<file path="config.mk">
export PLATFORM = sky130hd
export DESIGN_NAME = bcrc_regs
export DESIGN_NICKNAME = d
export VERILOG_FILES = /design/src/design/bcrc_pkg.sv /design/src/design/bcrc_regs.sv /design/src/design/bcrc_ch3_decode.sv
export SDC_FILE = /design/constraint.sdc
export NUM_CORES = 1
export LEC_CHECK = 0
export BUFFER_PORTS_ARGS = -buffer_cell sky130_fd_sc_hd__clkbuf_2
export CAP_MARGIN = 20
export CORE_UTILIZATION = 55
export DETAILED_ROUTE_END_ITERATION = 7
export PLACE_DENSITY_LB_ADDON = 0.3
export SYNTH_ARGS = -nofsm -noshare
export SYNTH_HDL_FRONTEND = slang
export SYNTH_HIERARCHICAL = 1
export SYNTH_SLANG_ARGS = --single-unit
export TNS_END_PERCENT = 1
</file>
<file path="constraint.sdc">
create_clock -name mclk -period 2.2 [get_ports mclk]
set_input_delay 0.22 -clock mclk [delete_from_list [all_inputs] [get_ports mclk]]
set_output_delay 0.22 -clock mclk [all_outputs]
set_load 0.01 [all_outputs]
</file>
<file path="src/design/bcrc_pkg.sv">
// Package: register map, field layout, reset values and carriers for the rail control bank
package bcrc_pkg;

  // Register indices on the serial port register address
  localparam logic [7:0] BCRC_ADDR_CH3_ENABLE_AND_MODE = 8'h08;
  localparam logic [7:0] BCRC_ADDR_CH3_LIMIT_AND_SLEW  = 8'h09;
  localparam logic [7:0] BCRC_ADDR_CH0_OUTPUT_VOLTAGE  = 8'h0a;

  // Field positions of the channel 3 enable and mode register
  localparam int BCRC_BIT_CORE_ENABLE  = 7;
  localparam int BCRC_BIT_PIN_CONTROL  = 6;
  localparam int BCRC_BIT_PIN_SELECT   = 5;
  localparam int BCRC_BIT_ROOF_FLOOR   = 4;
  localparam int BCRC_BIT_DISCHARGE    = 3;
  localparam int BCRC_BIT_FORCED_PWM   = 1;

  // Field positions of the channel 3 limit and slew register
  localparam int BCRC_ILIM_MSB  = 5;
  localparam int BCRC_ILIM_LSB  = 3;
  localparam int BCRC_SLEW_MSB  = 2;
  localparam int BCRC_SLEW_LSB  = 0;

  // Reset values
  localparam logic [7:0] BCRC_RST_CH3_ENABLE_AND_MODE = 8'he8;
  localparam logic [7:0] BCRC_RST_CH3_LIMIT_AND_SLEW  = 8'h34;
  localparam logic [7:0] BCRC_RST_CH0_OUTPUT_VOLTAGE  = 8'h37;
  localparam logic [7:0] BCRC_READ_UNMAPPED           = 8'h00;

  // Voltage code segment boundaries
  localparam logic [7:0] BCRC_VSEG1_FIRST = 8'h18;
  localparam logic [7:0] BCRC_VSEG2_FIRST = 8'h9e;

  // Register write request from the serial port
  typedef struct packed {
    logic       wr_en;
    logic [7:0] addr;
    logic [7:0] wdata;
  } bcrc_wr_t;

  // Decoded channel 3 controls toward the analog core
  typedef struct packed {
    logic       core_on;
    logic       floor_select;
    logic       discharge_on;
    logic       forced_pwm;
    logic [2:0] current_limit;
    logic [2:0] slew_select;
  } bcrc_ch3_ctl_t;

endpackage : bcrc_pkg

</file>
<file path="src/design/bcrc_regs.sv">
// Register bank for channel 3 control and channel 0 output voltage
`timescale 1ns/1ps
module bcrc_regs
  import bcrc_pkg::*;
(
  input  wire logic          mclk,
  input  wire logic          rst_n,
  input  bcrc_wr_t           wr_req,
  input  wire logic [7:0]    rd_addr,
  output logic [7:0]         rd_data_r,
  input  wire logic          enable_pin_a,
  input  wire logic          enable_pin_b,
  output bcrc_ch3_ctl_t      ch3_ctl_r,
  output logic [7:0]         ch0_voltage_code_r,
  output logic [1:0]         ch0_segment_r
);

  logic [7:0]    ch3_enable_and_mode_r;
  logic [7:0]    ch3_limit_and_slew_r;
  logic [7:0]    ch0_output_voltage_r;
  logic [7:0]    rd_data_nxt;
  logic [1:0]    seg_nxt;
  bcrc_ch3_ctl_t ctl_nxt;

  // Register writes; all bits store, reserved ones included
  always_ff @(posedge mclk) begin
    if (!rst_n) begin
      ch3_enable_and_mode_r <= BCRC_RST_CH3_ENABLE_AND_MODE;
      ch3_limit_and_slew_r  <= BCRC_RST_CH3_LIMIT_AND_SLEW;
      ch0_output_voltage_r  <= BCRC_RST_CH0_OUTPUT_VOLTAGE;
    end else if (wr_req.wr_en) begin
      if (wr_req.addr == BCRC_ADDR_CH3_ENABLE_AND_MODE) begin
        ch3_enable_and_mode_r <= wr_req.wdata;
      end
      if (wr_req.addr == BCRC_ADDR_CH3_LIMIT_AND_SLEW) begin
        ch3_limit_and_slew_r <= wr_req.wdata;
      end
      if (wr_req.addr == BCRC_ADDR_CH0_OUTPUT_VOLTAGE) begin
        ch0_output_voltage_r <= wr_req.wdata;
      end
    end
  end

  // Read mux; unmapped addresses read zero
  always_comb begin
    unique case (rd_addr)
      BCRC_ADDR_CH3_ENABLE_AND_MODE: rd_data_nxt = ch3_enable_and_mode_r;
      BCRC_ADDR_CH3_LIMIT_AND_SLEW:  rd_data_nxt = ch3_limit_and_slew_r;
      BCRC_ADDR_CH0_OUTPUT_VOLTAGE:  rd_data_nxt = ch0_output_voltage_r;
      default:                       rd_data_nxt = BCRC_READ_UNMAPPED;
    endcase
  end

  always_ff @(posedge mclk) begin
    if (!rst_n) begin
      rd_data_r <= BCRC_READ_UNMAPPED;
    end else begin
      rd_data_r <= rd_data_nxt;
    end
  end

  // Decode of channel 3 controls; reserved bits reach it but it leaves them unused
  bcrc_ch3_decode u_decode (
    .enable_mode  (ch3_enable_and_mode_r),
    .limit_slew   (ch3_limit_and_slew_r),
    .enable_pin_a (enable_pin_a),
    .enable_pin_b (enable_pin_b),
    .ctl          (ctl_nxt)
  );

  // Registered controls; one cycle of pin latency is negligible for a rail
  always_ff @(posedge mclk) begin
    if (!rst_n) begin
      ch3_ctl_r <= '0;
    end else begin
      ch3_ctl_r <= ctl_nxt;
    end
  end

  // Segment index: 0 = 10 mV, 1 = 5 mV, 2 = 20 mV steps
  always_comb begin
    if (ch0_output_voltage_r < BCRC_VSEG1_FIRST) begin
      seg_nxt = 2'h0;
    end else if (ch0_output_voltage_r < BCRC_VSEG2_FIRST) begin
      seg_nxt = 2'h1;
    end else begin
      seg_nxt = 2'h2;
    end
  end

  always_ff @(posedge mclk) begin
    if (!rst_n) begin
      ch0_voltage_code_r <= BCRC_RST_CH0_OUTPUT_VOLTAGE;
      ch0_segment_r      <= 2'h1;
    end else begin
      ch0_voltage_code_r <= ch0_output_voltage_r;
      ch0_segment_r      <= seg_nxt;
    end
  end
endmodule : bcrc_regs

</file>
<file path="src/design/bcrc_ch3_decode.sv">
// Combinational enable, roof/floor and discharge decode for channel 3
`timescale 1ns/1ps
module bcrc_ch3_decode
  import bcrc_pkg::*;
(
  input  wire logic [7:0]    enable_mode,
  input  wire logic [7:0]    limit_slew,
  input  wire logic          enable_pin_a,
  input  wire logic          enable_pin_b,
  output bcrc_ch3_ctl_t      ctl
);

  logic pin_level;
  logic pin_gates_enable;
  logic core_on;

  // Pin choice only matters while pin control is on
  assign pin_level        = enable_mode[BCRC_BIT_PIN_SELECT] ? enable_pin_b : enable_pin_a;
  // In roof/floor mode the pin picks the voltage, not the on state
  assign pin_gates_enable = enable_mode[BCRC_BIT_PIN_CONTROL] && !enable_mode[BCRC_BIT_ROOF_FLOOR];

  // Register bit alone, or register bit AND the selected pin
  assign core_on = enable_mode[BCRC_BIT_CORE_ENABLE] && (!pin_gates_enable || pin_level);

  always_comb begin
    ctl               = '0;
    ctl.core_on       = core_on;
    ctl.floor_select  = enable_mode[BCRC_BIT_PIN_CONTROL] && enable_mode[BCRC_BIT_ROOF_FLOOR]
                        && !pin_level;
    ctl.discharge_on  = !core_on && enable_mode[BCRC_BIT_DISCHARGE];
    ctl.forced_pwm    = enable_mode[BCRC_BIT_FORCED_PWM];
    ctl.current_limit = limit_slew[BCRC_ILIM_MSB:BCRC_ILIM_LSB];
    ctl.slew_select   = limit_slew[BCRC_SLEW_MSB:BCRC_SLEW_LSB];
  end

endmodule : bcrc_ch3_decode

</file>
==> results.py <==
metrics = {
    "cts": {
        "post_cts_buffers": 0,
        "cts_resized": 0,
        "cts_hold_buf": 0,
        "clock-sinks": 52,
        "htree_num_levels": 2,
        "root_buffer": "clkbuf_8",
        "clkTransAtPathRegs_ns": 0.09,
        "cts_tree": "built",
        "clk_latency_ns": 0.30,
        "clockBufferDepth": 2,
        "cts_buffers": 5,
    },
    "timing": {
        "finalSetupTns_ns": 0,
        "slew_violations": 0,
        "max-slew-margin-rel_pct": 61.0,
        "period_needed_ns": 1.39,
        "worst_pin_slew_ns": 0.584,
        "period_share_pct": 63.2,
        "fmax_ghz": 0.719,
        "setup_viol": 0,
        "rsz0062_at_grt": "no",
        "whs_ns": 0.178,
        "fin_worst_skew_ns": 0.00569,
        "hold_violations": 0,
    },
    "synth": {
        "syn_nets": 227,
        "synth-async-reset-ratio_pct": 0,
        "synth_edf_count": 0,
        "yosys_most_used_dff": "dfxtp_1",
        "yosysWarnings": 6,
        "synth_cells": 198,
        "synth_area_per_cell_sq_um": 10.3,
        "yosysUniqueCellTypes": 31,
        "ys_seq_elements": 52,
        "synthesis.area_sq_mm": 0.00204,
        "synth.yosys.seq_area_share_pct": 51.0,
    },
    "critical_path": {
        "rrSetupSlack_ns": 0.99,
        "worstSetupStartpoint": "wr_req[9]",
        "end_kind": "register",
        "critical_path_class": "input port to register",
        "crit_path_max_fanout": 8,
        "crit_path_top_delay_cell": "and4b_1",
        "r2r_start": "ch3_enable_and_mode_r[5]",
        "r2r_cells": 3,
        "startpoint_type": "input port",
        "worst_ep_required_time_ns": 2.43,
        "path_cells": "clkbuf_2, nor3b_1, and4b_1, mux2i_1",
        "slowest_delay_ns": 0.62,
        "endpoint": "ch3_limit_and_slew_r[6]",
        "reg2reg_to": "ch3_ctl_r[9]",
        "arrival_ns": 1.62,
    },
    "cells_and_area": {
        "area_delta_synth_final_pct": 16.0,
        "finalNonFillerCells": 291,
        "final_common_cell": "clkbuf_2",
        "drive_gt1_share_pct": 28.6,
        "final_cell_mix": "clkbuf_2 (56), dfxtp_1 (52), mux2i_1 (28)",
        "finalNetCount": 273,
        "fillers": 264,
        "diodes": 0,
    },
    "floorplanning": {
        "core.rowCount": 21,
        "dieArea_sq_mm": 0.00396,
        "die_w_microns": 62.9,
        "die_y_microns": 62.9,
        "start_util_pct": 59.3,
        "io_pins": 57,
        "core_sq_mm": 0.00344,
    },
    "place": {
        "gp_congestion": 0.781,
        "dp_hpwl_mm": 2.80,
        "io_buffers": 56,
        "dp_cells": 283,
    },
    "global_routing": {
        "grt_max_degree": 29,
        "antenna_found_initial": 0,
        "grt_overflow": 0,
        "grt.total_usage_pct": 21.6,
        "grt_pass1_wl_mm": 6.49,
        "grt_pass1_vias": 1423,
    },
    "pwr": {
        "powerDensity_mw_per_mm2": 683,
        "power_frac_clock_pct": 34.9,
        "leakage_nw": 1.06,
        "ir_drop_uv": 473,
        "p_comb_share_pct": 6.4,
        "switching_share_pct": 22.5,
        "p_sw_w": 0.000364,
        "p_int_w": 0.00125,
        "power_frac_seq_pct": 58.7,
    },
    "min_path": {
        "hp-start": "wr_req[2]",
        "hold_class": "input port to register",
    },
    "drt": {
        "vias": 1492,
        "drt_iter0_drc": 64,
        "wirelength_mm": 3.94,
        "routed_via_density": 5.13,
        "wire_per_inst_microns": 13.5,
        "post-route-drc-count": 0,
        "drt_pass1_iterations": 5,
        "drtAntennaViolNets": 0,
    },
    "job": {
        "max_cap_viol_count": 0,
    },
    "run_status": {
        "status": "finished, final reports clean",
    },
}
## worst max-delay path: cells and delay by family
kind                   cells  cell delay [ns]
AND/OR/NAND/NOR            2             1.06
multiplexers               1             0.25
buffers and inverters      1             0.09
## power groups by stage
stage | registers (W) | logic (W) | clock network (W)
2_1_floorplan | 0.000973 | 0.0000596 | 0
3_3_place_gp | 0.000970 | 0.000101 | 0
3_5_place_dp | 0.000971 | 0.000102 | 0
4_1_cts | 0.000948 | 0.000103 | 0.000574
5_1_grt | 0.000949 | 0.000113 | 0.000617
6_report | 0.000948 | 0.000103 | 0.000564
## how the worst min path moves through the flow
stage | to | slack (ns) | cells after the start
floorplan | ch3_enable_and_mode_r[2] | 0.36 | 2
global placement | ch3_limit_and_slew_r[7] | 0.45 | 2
detailed placement | ch3_limit_and_slew_r[7] | 0.45 | 2
CTS | ch3_enable_and_mode_r[2] | 0.17 | 3
global route | ch3_enable_and_mode_r[2] | 0.18 | 3
finish | ch3_enable_and_mode_r[2] | 0.18 | 3
## cell usage after synthesis (2+ instances only)
| cell | instances | area share, % |
|---|---|---|
| a21boi_0 | 2 | 0.74 |
| a2bb2oi_1 | 8 | 3.4 |
| and2_1 | 10 | 3.1 |
| and3_1 | 2 | 0.61 |
| buf_2 | 3 | 0.74 |
| buf_4 | 9 | 3.3 |
| buf_6 | 2 | 1.1 |
| clkbuf_1 | 4 | 0.74 |
| dfxtp_1 | 52 | 51 |
| inv_1 | 9 | 1.7 |
| mux2_4 | 2 | 1.5 |
| mux2i_1 | 28 | 14 |
| nand2_1 | 20 | 3.7 |
| nand2b_1 | 4 | 1.2 |
| nand4_1 | 4 | 1.2 |
| nor2_1 | 10 | 1.8 |
| nor2b_1 | 13 | 4.0 |
| o211ai_1 | 3 | 1.1 |
## cells by family after synthesis
kind of cell	Yosys count	synth area share (%)
buffers and inverters	28	7.72
multiplexers	30	15.2
flip-flops	52	51.0
AND/OR/NAND/NOR	71	19.4
AO/OA/AOI/OAI	17	6.62
## per-stage QoR
step                      cell area (sq um)  power, W  worst slack (ns)  util [%]
after global routing                   2370   0.00168             0.710      68.8
after floorplan                        2040   0.00103             0.887         -
after detailed placement               2270   0.00107             0.551      65.9
after CTS                              2370   0.00163             0.844      68.8
after global placement                 2270   0.00107             0.573      65.9
final                                  2370   0.00162             0.810      68.8
## flip-flops by register name, summed over array words and instances, names as in the netlist
signal / flops
ch3_limit_and_slew_r: 8
ch0_output_voltage_r: 8
ch3_enable_and_mode_r: 8
ch3_ctl_r: 10
rd_data_r: 8
ch0_voltage_code_r: 8
ch0_segment_r: 2
## layer usage
layer | GRT usage [%] | vias up | share of wire [%]
li1 | - | 744 | -
met1 | 26.8 | 681 | 46
met2 | 34.1 | 61 | 46
met3 | 5.66 | 6 | 6.2
met4 | 11.3 | 0 | 1.7
met5 | 0 | - | 0
## cell type report
type	instances	area, sq um	share of cell area [%]
clock inverters	2	15.0	0.634
clock buffers	6	82.6	3.49
repair buffers	58	295	12.5
inverters	9	33.8	1.43
flip-flops and latches	52	1040	44.0
well taps	46	57.6	2.43
multi-input cells	118	842	35.6
No activity file was read; power rests on OpenSTA's default activity.
